### src/gfd_consts.svh
`ifndef GFD_CONSTS_SVH
`define GFD_CONSTS_SVH

// ----------------------------------------------------------------------
// register map (byte addresses)
// ----------------------------------------------------------------------
`define GFD_CTRL_ADDR 12'h000
`define GFD_DIV_ADDR 12'h004
`define GFD_CMD_ADDR 12'h008
`define GFD_STAT_ADDR 12'h00C

// ----------------------------------------------------------------------
// control field positions
// ----------------------------------------------------------------------
`define GFD_CTRL_SRC_BIT 0
`define GFD_CTRL_EDGE_BIT 1
`define GFD_CTRL_TB_LSB 4
`define GFD_CTRL_TB_MSB 6
`define GFD_CTRL_GATE_LSB 8
`define GFD_CTRL_GATE_MSB 10
`define GFD_CTRL_OUT_LSB 12
`define GFD_CTRL_OUT_MSB 13
`define GFD_CMD_ARM_BIT 0
`define GFD_CMD_STOP_BIT 1

// ----------------------------------------------------------------------
// reset values and widths
// ----------------------------------------------------------------------
`define GFD_CTRL_RST 32'h0000_0000
`define GFD_DIV_RST 16'h0002
`define GFD_DIV_W 16

// ----------------------------------------------------------------------
// timebase frequencies in Hz and their tick periods at sys_clk
// ----------------------------------------------------------------------
`define GFD_SYS_CLK_HZ 10000000
`define GFD_TB_1M_HZ 1000000
`define GFD_TB_100K_HZ 100000
`define GFD_TB_10K_HZ 10000
`define GFD_TB_1K_HZ 1000
`define GFD_TB_100_HZ 100
`define GFD_TB_20M_HZ 20000000
`define GFD_TB_1M_DIV (`GFD_SYS_CLK_HZ / `GFD_TB_1M_HZ)
`define GFD_TB_100K_DIV (`GFD_SYS_CLK_HZ / `GFD_TB_100K_HZ)
`define GFD_TB_10K_DIV (`GFD_SYS_CLK_HZ / `GFD_TB_10K_HZ)
`define GFD_TB_1K_DIV (`GFD_SYS_CLK_HZ / `GFD_TB_1K_HZ)
`define GFD_TB_100_DIV (`GFD_SYS_CLK_HZ / `GFD_TB_100_HZ)
`define GFD_TB_CNT_W 17

`endif

### src/gfd_pkg.sv
package gfd_pkg;

   // timebase selection codes; 20 MHz exceeds sys_clk and is clamped
   typedef enum logic [2:0] {
      GFD_TB_1M,
      GFD_TB_100K,
      GFD_TB_10K,
      GFD_TB_1K,
      GFD_TB_100,
      GFD_TB_20M
   } gfd_tb_t;

   typedef enum logic [2:0] {
      GFD_GATE_FREE,
      GFD_GATE_HIGH,
      GFD_GATE_LOW,
      GFD_GATE_RISE,
      GFD_GATE_FALL
   } gfd_gate_t;

   typedef enum logic [1:0] {
      GFD_OUT_HIGH_PULSE,
      GFD_OUT_LOW_PULSE,
      GFD_OUT_HIGH_TOGGLE,
      GFD_OUT_LOW_TOGGLE
   } gfd_out_t;

   typedef enum logic [1:0] {
      GFD_ST_IDLE,
      GFD_ST_WAIT_GATE,
      GFD_ST_COUNT
   } gfd_state_t;

   typedef struct packed {
      logic count_source_setting;
      logic decrement_edge_select;
      gfd_tb_t timebase_sel;
      gfd_gate_t gating_setting;
      gfd_out_t terminal_output_style;
   } gfd_cfg_t;

   typedef struct packed {
      logic [11:0] paddr;
      logic psel;
      logic penable;
      logic pwrite;
      logic [31:0] pwdata;
   } gfd_apb_req_t;

   typedef struct packed {
      logic [31:0] prdata;
      logic pready;
      logic pslverr;
   } gfd_apb_rsp_t;

   typedef struct packed {
      gfd_state_t state;
      logic [15:0] count;
      logic src_d;
      logic gate_d;
      logic out_lvl;
      logic tc_seen;
   } gfd_core_t;

   typedef struct packed {
      gfd_cfg_t cfg;
      logic [15:0] divide_ratio;
      logic [31:0] prdata;
   } gfd_regs_t;

endpackage

### src/gfd_divider.sv
`timescale 1ns/1ps
`include "gfd_consts.svh"


module gfd_divider (
   input wire logic sys_clk,
   input wire logic sys_rst,
   input wire logic [11:0] paddr,
   input wire logic psel,
   input wire logic penable,
   input wire logic pwrite,
   input wire logic [31:0] pwdata,
   output logic [31:0] prdata,
   output logic pready,
   output logic pslverr,
   input wire logic source_in,
   input wire logic gate_in,
   output logic count_out
);

   // ----------------------------------------------------------------------
   // state
   // ----------------------------------------------------------------------
   gfd_pkg::gfd_core_t core_reg;
   gfd_pkg::gfd_core_t core_next;
   gfd_pkg::gfd_regs_t regs_reg;
   gfd_pkg::gfd_regs_t regs_next;
   gfd_pkg::gfd_apb_req_t req;
   gfd_pkg::gfd_apb_rsp_t rsp;
   gfd_pkg::gfd_cfg_t cfg;
   logic tb_wave;
   logic src_sel;
   logic src_edge;
   logic gate_ok;
   logic arm_cmd;
   logic stop_cmd;
   logic wr_en;
   logic addr_hit;
   logic pulse_style;
   logic idle_lvl;
   logic [31:0] rd_mux;

   assign req = '{paddr: paddr, psel: psel, penable: penable,
                  pwrite: pwrite, pwdata: pwdata};
   assign cfg = regs_reg.cfg;

   // ----------------------------------------------------------------------
   // timebase
   // ----------------------------------------------------------------------
   gfd_timebase gfd_timebase_inst (
      .sys_clk(sys_clk),
      .sys_rst(sys_rst),
      .sel(cfg.timebase_sel),
      .tb_wave(tb_wave)
   );

   // ----------------------------------------------------------------------
   // apb slave: zero wait states, unmapped reads zero with pslverr
   // ----------------------------------------------------------------------
   assign wr_en = req.psel && req.penable && req.pwrite;
   assign arm_cmd = wr_en && (req.paddr == `GFD_CMD_ADDR)
                    && req.pwdata[`GFD_CMD_ARM_BIT];
   assign stop_cmd = wr_en && (req.paddr == `GFD_CMD_ADDR)
                     && req.pwdata[`GFD_CMD_STOP_BIT];

   always_comb begin
      addr_hit = 1'b1;
      rd_mux = '0;
      case (req.paddr)
         `GFD_CTRL_ADDR: begin
            rd_mux[`GFD_CTRL_SRC_BIT] = cfg.count_source_setting;
            rd_mux[`GFD_CTRL_EDGE_BIT] = cfg.decrement_edge_select;
            rd_mux[`GFD_CTRL_TB_MSB:`GFD_CTRL_TB_LSB] = cfg.timebase_sel;
            rd_mux[`GFD_CTRL_GATE_MSB:`GFD_CTRL_GATE_LSB] =
               cfg.gating_setting;
            rd_mux[`GFD_CTRL_OUT_MSB:`GFD_CTRL_OUT_LSB] =
               cfg.terminal_output_style;
         end
         `GFD_DIV_ADDR: rd_mux[`GFD_DIV_W-1:0] = regs_reg.divide_ratio;
         `GFD_CMD_ADDR: rd_mux = '0;
         `GFD_STAT_ADDR: rd_mux = {12'h000, core_reg.count,
                                   core_reg.tc_seen, count_out,
                                   core_reg.state};
         default: addr_hit = 1'b0;
      endcase
   end

   always_comb begin
      regs_next = regs_reg;
      if (req.psel && !req.penable && !req.pwrite) begin
         regs_next.prdata = rd_mux;
      end
      if (wr_en && req.paddr == `GFD_CTRL_ADDR) begin
         regs_next.cfg.count_source_setting =
            req.pwdata[`GFD_CTRL_SRC_BIT];
         regs_next.cfg.decrement_edge_select =
            req.pwdata[`GFD_CTRL_EDGE_BIT];
         // unknown timebase codes fall back to the slowest legal choice, unknown gate codes to free running
         if (req.pwdata[`GFD_CTRL_TB_MSB:`GFD_CTRL_TB_LSB] <= 3'h5) begin
            regs_next.cfg.timebase_sel = gfd_pkg::gfd_tb_t'(
               req.pwdata[`GFD_CTRL_TB_MSB:`GFD_CTRL_TB_LSB]);
         end else begin
            regs_next.cfg.timebase_sel = gfd_pkg::GFD_TB_100;
         end
         if (req.pwdata[`GFD_CTRL_GATE_MSB:`GFD_CTRL_GATE_LSB] <= 3'h4) begin
            regs_next.cfg.gating_setting = gfd_pkg::gfd_gate_t'(
               req.pwdata[`GFD_CTRL_GATE_MSB:`GFD_CTRL_GATE_LSB]);
         end else begin
            regs_next.cfg.gating_setting = gfd_pkg::GFD_GATE_FREE;
         end
         regs_next.cfg.terminal_output_style = gfd_pkg::gfd_out_t'(
            req.pwdata[`GFD_CTRL_OUT_MSB:`GFD_CTRL_OUT_LSB]);
      end
      if (wr_en && req.paddr == `GFD_DIV_ADDR) begin
         // a ratio of zero cannot divide; treat it as one
         if (req.pwdata[`GFD_DIV_W-1:0] == '0) begin
            regs_next.divide_ratio = `GFD_DIV_W'(1);
         end else begin
            regs_next.divide_ratio = req.pwdata[`GFD_DIV_W-1:0];
         end
      end
   end

   assign rsp.prdata = regs_reg.prdata;
   assign rsp.pready = 1'b1;
   assign rsp.pslverr = req.psel && req.penable && !addr_hit;
   assign prdata = rsp.prdata;
   assign pready = rsp.pready;
   assign pslverr = rsp.pslverr;

   // ----------------------------------------------------------------------
   // counting core
   // ----------------------------------------------------------------------
   assign src_sel = cfg.count_source_setting ? tb_wave : source_in;
   assign pulse_style =
      (cfg.terminal_output_style == gfd_pkg::GFD_OUT_HIGH_PULSE) ||
      (cfg.terminal_output_style == gfd_pkg::GFD_OUT_LOW_PULSE);
   // low styles idle high so the active phase is low
   assign idle_lvl =
      (cfg.terminal_output_style == gfd_pkg::GFD_OUT_LOW_PULSE) ||
      (cfg.terminal_output_style == gfd_pkg::GFD_OUT_LOW_TOGGLE);

   always_comb begin
      if (cfg.decrement_edge_select) begin
         src_edge = core_reg.src_d && !src_sel;
      end else begin
         src_edge = !core_reg.src_d && src_sel;
      end
      case (cfg.gating_setting)
         gfd_pkg::GFD_GATE_HIGH: gate_ok = gate_in;
         gfd_pkg::GFD_GATE_LOW: gate_ok = !gate_in;
         default: gate_ok = 1'b1;
      endcase
   end

   always_comb begin
      core_next = core_reg;
      core_next.src_d = src_sel;
      core_next.gate_d = gate_in;
      case (core_reg.state)
         gfd_pkg::GFD_ST_IDLE: begin
            core_next.out_lvl = 1'b0;
            if (arm_cmd) begin
               core_next.count = regs_reg.divide_ratio;
               core_next.tc_seen = 1'b0;
               if (cfg.gating_setting == gfd_pkg::GFD_GATE_RISE ||
                   cfg.gating_setting == gfd_pkg::GFD_GATE_FALL) begin
                  core_next.state = gfd_pkg::GFD_ST_WAIT_GATE;
               end else begin
                  core_next.state = gfd_pkg::GFD_ST_COUNT;
               end
            end
         end
         gfd_pkg::GFD_ST_WAIT_GATE: begin
            if ((cfg.gating_setting == gfd_pkg::GFD_GATE_RISE &&
                 !core_reg.gate_d && gate_in) ||
                (cfg.gating_setting == gfd_pkg::GFD_GATE_FALL &&
                 core_reg.gate_d && !gate_in)) begin
               core_next.state = gfd_pkg::GFD_ST_COUNT;
            end
         end
         gfd_pkg::GFD_ST_COUNT: begin
            if (src_edge) begin
               // pulse lasts one source period, or stays active while the ratio is one
               if (pulse_style) begin
                  core_next.out_lvl = 1'b0;
               end
               if (gate_ok) begin
                  if (core_reg.count <= `GFD_DIV_W'(1)) begin
                     core_next.count = regs_reg.divide_ratio;
                     core_next.tc_seen = 1'b1;
                     if (pulse_style) begin
                        core_next.out_lvl = 1'b1;
                     end else begin
                        core_next.out_lvl = ~core_reg.out_lvl;
                     end
                  end else begin
                     core_next.count = core_reg.count - `GFD_DIV_W'(1);
                  end
               end
            end
         end
         default: core_next.state = gfd_pkg::GFD_ST_IDLE;
      endcase
      if (stop_cmd) begin
         core_next.state = gfd_pkg::GFD_ST_IDLE;
         core_next.out_lvl = 1'b0;
      end
   end

   always_ff @(posedge sys_clk) begin
      if (sys_rst) begin
         core_reg <= '0;
         regs_reg <= '{cfg: gfd_pkg::gfd_cfg_t'(0),
                       divide_ratio: `GFD_DIV_RST, prdata: 32'h0000_0000};
      end else begin
         core_reg <= core_next;
         regs_reg <= regs_next;
      end
   end

   assign count_out = core_reg.out_lvl ^ idle_lvl;

endmodule // gfd_divider

### src/gfd_timebase.sv
`timescale 1ns/1ps
`include "gfd_consts.svh"

// ----------------------------------------------------------------------
// internal timebase: square wave at the selected frequency, with 20 MHz clamped to sys_clk/2
// ----------------------------------------------------------------------
module gfd_timebase (
   input wire logic sys_clk,
   input wire logic sys_rst,
   input wire gfd_pkg::gfd_tb_t sel,
   output logic tb_wave
);

   typedef struct packed {
      logic [`GFD_TB_CNT_W-1:0] cnt;
      logic wave;
   } gfd_tb_state_t;

   gfd_tb_state_t st_reg;
   gfd_tb_state_t st_next;
   logic [`GFD_TB_CNT_W-1:0] half;

   always_comb begin
      case (sel)
         gfd_pkg::GFD_TB_1M: half = `GFD_TB_CNT_W'(`GFD_TB_1M_DIV / 2);
         gfd_pkg::GFD_TB_100K: half = `GFD_TB_CNT_W'(`GFD_TB_100K_DIV / 2);
         gfd_pkg::GFD_TB_10K: half = `GFD_TB_CNT_W'(`GFD_TB_10K_DIV / 2);
         gfd_pkg::GFD_TB_1K: half = `GFD_TB_CNT_W'(`GFD_TB_1K_DIV / 2);
         gfd_pkg::GFD_TB_100: half = `GFD_TB_CNT_W'(`GFD_TB_100_DIV / 2);
         // fastest rate we can make is sys_clk/2; 20 MHz is clamped there
         default: half = `GFD_TB_CNT_W'(1);
      endcase
   end

   always_comb begin
      st_next = st_reg;
      if (st_reg.cnt >= half - `GFD_TB_CNT_W'(1)) begin
         st_next.cnt = '0;
         st_next.wave = ~st_reg.wave;
      end else begin
         st_next.cnt = st_reg.cnt + `GFD_TB_CNT_W'(1);
      end
   end

   always_ff @(posedge sys_clk) begin
      if (sys_rst) begin
         st_reg <= '0;
      end else begin
         st_reg <= st_next;
      end
   end

   assign tb_wave = st_reg.wave;

endmodule // gfd_timebase

### config.mk
export PLATFORM = sky130hd
export DESIGN_NAME = gfd_divider
export DESIGN_NICKNAME = d
export VERILOG_FILES = /design/src/gfd_pkg.sv /design/src/gfd_divider.sv /design/src/gfd_timebase.sv
export VERILOG_INCLUDE_DIRS = /design/src
export SDC_FILE = /design/constraint.sdc
export NUM_CORES = 1
export LEC_CHECK = 0
export BUFFER_PORTS_ARGS = -buffer_cell sky130_fd_sc_hd__buf_4
export CAP_MARGIN = 30
export CORE_MARGIN = 2
export CORE_UTILIZATION = 51
export DETAILED_ROUTE_END_ITERATION = 8
export PLACE_DENSITY = 0.84
export SETUP_SLACK_MARGIN = 0.2
export SKIP_CTS_REPAIR_TIMING = 1
export SYNTH_ARGS = -nofsm -noshare
export SYNTH_HDL_FRONTEND = slang
export SYNTH_SLANG_ARGS = --single-unit
export TNS_END_PERCENT = 5
### constraint.sdc
create_clock -name sys_clk -period 3.2 [get_ports sys_clk]
set_input_delay 0.64 -clock sys_clk [delete_from_list [all_inputs] [get_ports sys_clk]]
set_output_delay 0.64 -clock sys_clk [all_outputs]
set_load 0.03 [all_outputs]
==> results.py <==
metrics = {
    "critical_path": {
        "end_kind": "flip-flop",
        "reg2reg_depth": 6,
        "crit-reg2reg-capture": "core_reg[18]",
        "r2r_slack_ns": 0.39,
        "worstSetupPathType": "reg -> reg",
        "cp.arrival_ns": 3.03,
        "cpMaxStageDelayCell": "or4_1",
        "r2r_start": "core_reg[12]",
        "cp.buffers_inverters": 1,
        "crit_path_cell_trace": "or4_1 > nor4_1 > a31oi_4 > buf_4 > mux2i_1 > o32ai_1",
        "cp-start-kind": "flip-flop",
        "cp.required_ns": 3.42,
        "crit_fanout": 19,
        "max_stage_delay_ns": 0.73,
        "critPathTopFamily": "simple AND/OR/NAND/NOR gates",
    },
    "drt": {
        "antenna_left": 0,
        "first_pass_iters": 5,
        "wire_per_inst_um": 15.8,
        "wl_mm": 12.2,
        "drc": 0,
        "post_drt_via_cell_ratio": 5.87,
        "vias": 4542,
        "first_iter_violations": 312,
    },
    "grt": {
        "antenna_found_initial": 0,
        "track_usage_pct": 23.3,
        "grt_remaining_overflow": 0,
        "grt_pass1_vias": 4193,
        "grt_max_degree": 63,
        "grt_pass1_wl_mm": 19.4,
    },
    "synth": {
        "synth_enable_flop_cells": 0,
        "ys_types": 54,
        "ys_seq_elements": 86,
        "async_flop_share_pct": 0,
        "syn_area_mm2": 0.00495,
        "synth-main-ff-cell": "dfxtp_1",
        "synthesis.instances": 616,
        "yosys_warnings": 0,
        "avgSynthCellArea_um2": 8.03,
        "seq_area_frac_synth_pct": 34.8,
    },
    "timing": {
        "post-route-period-util_pct": 87.9,
        "fmax_ghz": 0.355,
        "min_period_ns": 2.81,
        "skew_ns": 0.00993,
        "setup-tns-final_ns": 0,
        "grt_setup_unrepaired": "false",
        "worstMarginPinSlew_ns": 0.853,
        "slew_violations": 0,
        "slew_headroom_pct": 43.1,
        "setup_viol": 0,
        "hold_viol": 0,
        "whs_ns": 0.460,
    },
    "job": {
        "max-cap-violations": 0,
    },
    "die": {
        "core_mm2": 0.00933,
        "die_h_um": 102,
        "io_pins": 86,
        "die_x_um": 102,
        "rows": 35,
        "die_area_mm2": 0.0105,
        "initial_utilization_pct": 53.0,
    },
    "cells_and_area": {
        "final_util_pct": 59.2,
        "largest_reg_flops": 22,
        "final_cell_mix": "85 x dfxtp_1, 69 x nand2_1, 65 x buf_4",
        "fin_cells": 774,
        "fin_nets": 712,
        "layout_commonest_cell": "dfxtp_1",
        "drive_above_1_share_pct": 14.9,
        "syn_to_final_growth_pct": 11.6,
        "insertedDiodeCount": 0,
    },
    "clocking": {
        "clk_pin_slew_worst_paths_ns": 0.10,
        "cts_tree": "built",
        "cts_buffers": 9,
        "htree_num_levels": 3,
        "clock_sinks": 86,
        "clock-root-buffer": "clkbuf_8",
        "clock_latency_ns": 0.36,
        "clk_path_buf_depth": 2,
    },
    "pwr": {
        "intPower_w": 0.00151,
        "powerDensity_mw_per_mm2": 373,
        "p_sw_w": 0.000546,
        "leakage_nw": 2.21,
        "p_seq_share_pct": 52.9,
        "clockPowerShare_pct": 39.4,
        "finalPower_w": 0.00206,
        "swShare_pct": 26.5,
        "ir_worst_vdd_mv": 0.221,
        "comb_power_share_pct": 7.7,
    },
    "worst_hold_path": {
        "hold_path_depth": 2,
        "min_from": "prdata[19]",
        "hold_path_class": "reg -> reg",
        "hold_end": "prdata[19]",
    },
    "placed_design": {
        "portBuffers": 56,
        "place_congestion": 0.894,
        "place_inst": 757,
        "dp_hpwl_mm": 8.99,
    },
    "run_status": {
        "outcome": "completed",
    },
}
[Yosys cell counts, types with 3 or more instances]
library cell / n / area [µm²]
nand3_1: 17 / 85.1
or3_1: 7 / 43.8
a211oi_1: 4 / 30.0
buf_4: 33 / 248
a22oi_1: 10 / 75.1
o21ai_0: 20 / 100
inv_1: 25 / 93.8
a21oi_1: 51 / 255
nor2_1: 61 / 229
buf_2: 5 / 25.0
a221oi_1: 6 / 52.6
or4_1: 6 / 45.0
clkbuf_1: 27 / 101
nor4_1: 11 / 68.8
and2_1: 6 / 37.5
mux2i_1: 33 / 330
o32ai_1: 14 / 123
nand4_1: 9 / 56.3
and3_1: 5 / 31.3
nand3b_1: 5 / 37.5
o211ai_1: 3 / 22.5
and4_1: 4 / 35.0
ha_1: 21 / 263
nor3_1: 13 / 65.1
xor2_1: 12 / 105
nor2b_1: 5 / 31.3
xnor2_1: 6 / 52.6
nand2_1: 69 / 259
dfxtp_1: 86 / 1720
nand2b_1: 8 / 50.1
or2_2: 3 / 18.8
[how the worst max path moves through the flow]
stage	to	start	slack [ns]	cells past startpoint
6_report	core_reg[18]	core_reg[12]	0.39	6
5_1_grt	gfd_timebase_inst.st_reg[14]	cfg[6]	0.26	12
4_1_cts	gfd_timebase_inst.st_reg[11]	cfg[6]	0.06	13
3_5_place_dp	gfd_timebase_inst.st_reg[11]	cfg[6]	0.07	13
3_3_place_gp	gfd_timebase_inst.st_reg[4]	cfg[6]	0.25	13
2_1_floorplan	gfd_timebase_inst.st_reg[10]	cfg[5]	0.21	14
[area by class of cell]
type	count	area, µm²
sequential	86	1730
tap	129	161
clock inverter	7	80.1
timing repair buffer	66	499
fill	806	3810
inverter	25	93.8
clock buffer	9	124
multi-input combinational	452	2840
[per-layer routing]
metal	track usage (%)	wire length [µm]
met1	32.0	5360
met2	36.6	5570
met3	3.69	1010
met4	9.64	298
met5	0	0
[metrics by stage]
step           setup slack (ns)  instance area [µm²]
2_1_floorplan             0.212                 5000
3_3_place_gp              0.252                 5270
3_5_place_dp             0.0707                 5280
4_1_cts                  0.0597                 5490
5_1_grt                   0.258                 5520
6_report                  0.386                 5520
[power by group through the flow]
stage,Clock [W],Combinational (W),Sequential (W)
floorplan,0,0.000109,0.00111
global placement,0,0.000150,0.00111
detailed placement,0,0.000153,0.00111
CTS,0.000814,0.000154,0.00109
global route,0.000860,0.000172,0.00109
finish,0.000810,0.000159,0.00109
[worst register-to-register path, cell delays in order (launching register included)]
cell and delay (ns):
dfxtp_1 0.38, or4_1 0.73, nor4_1 0.55, a31oi_4 0.36
buf_4 0.33, mux2i_1 0.21, o32ai_1 0.11
[cells by family after synthesis]
group	Yosys count	share of synthesized area, %
AOI/OAI and AO/OA	122	15.6
xor gates and xnor gates	18	3.19
adders and majority gates	21	5.31
buffers and inverters	92	9.61
DFF	86	34.8
muxes	33	6.68
other	2	0.152
and+or+nand+nor	242	24.7
Power figures use the tool's default switching activity.
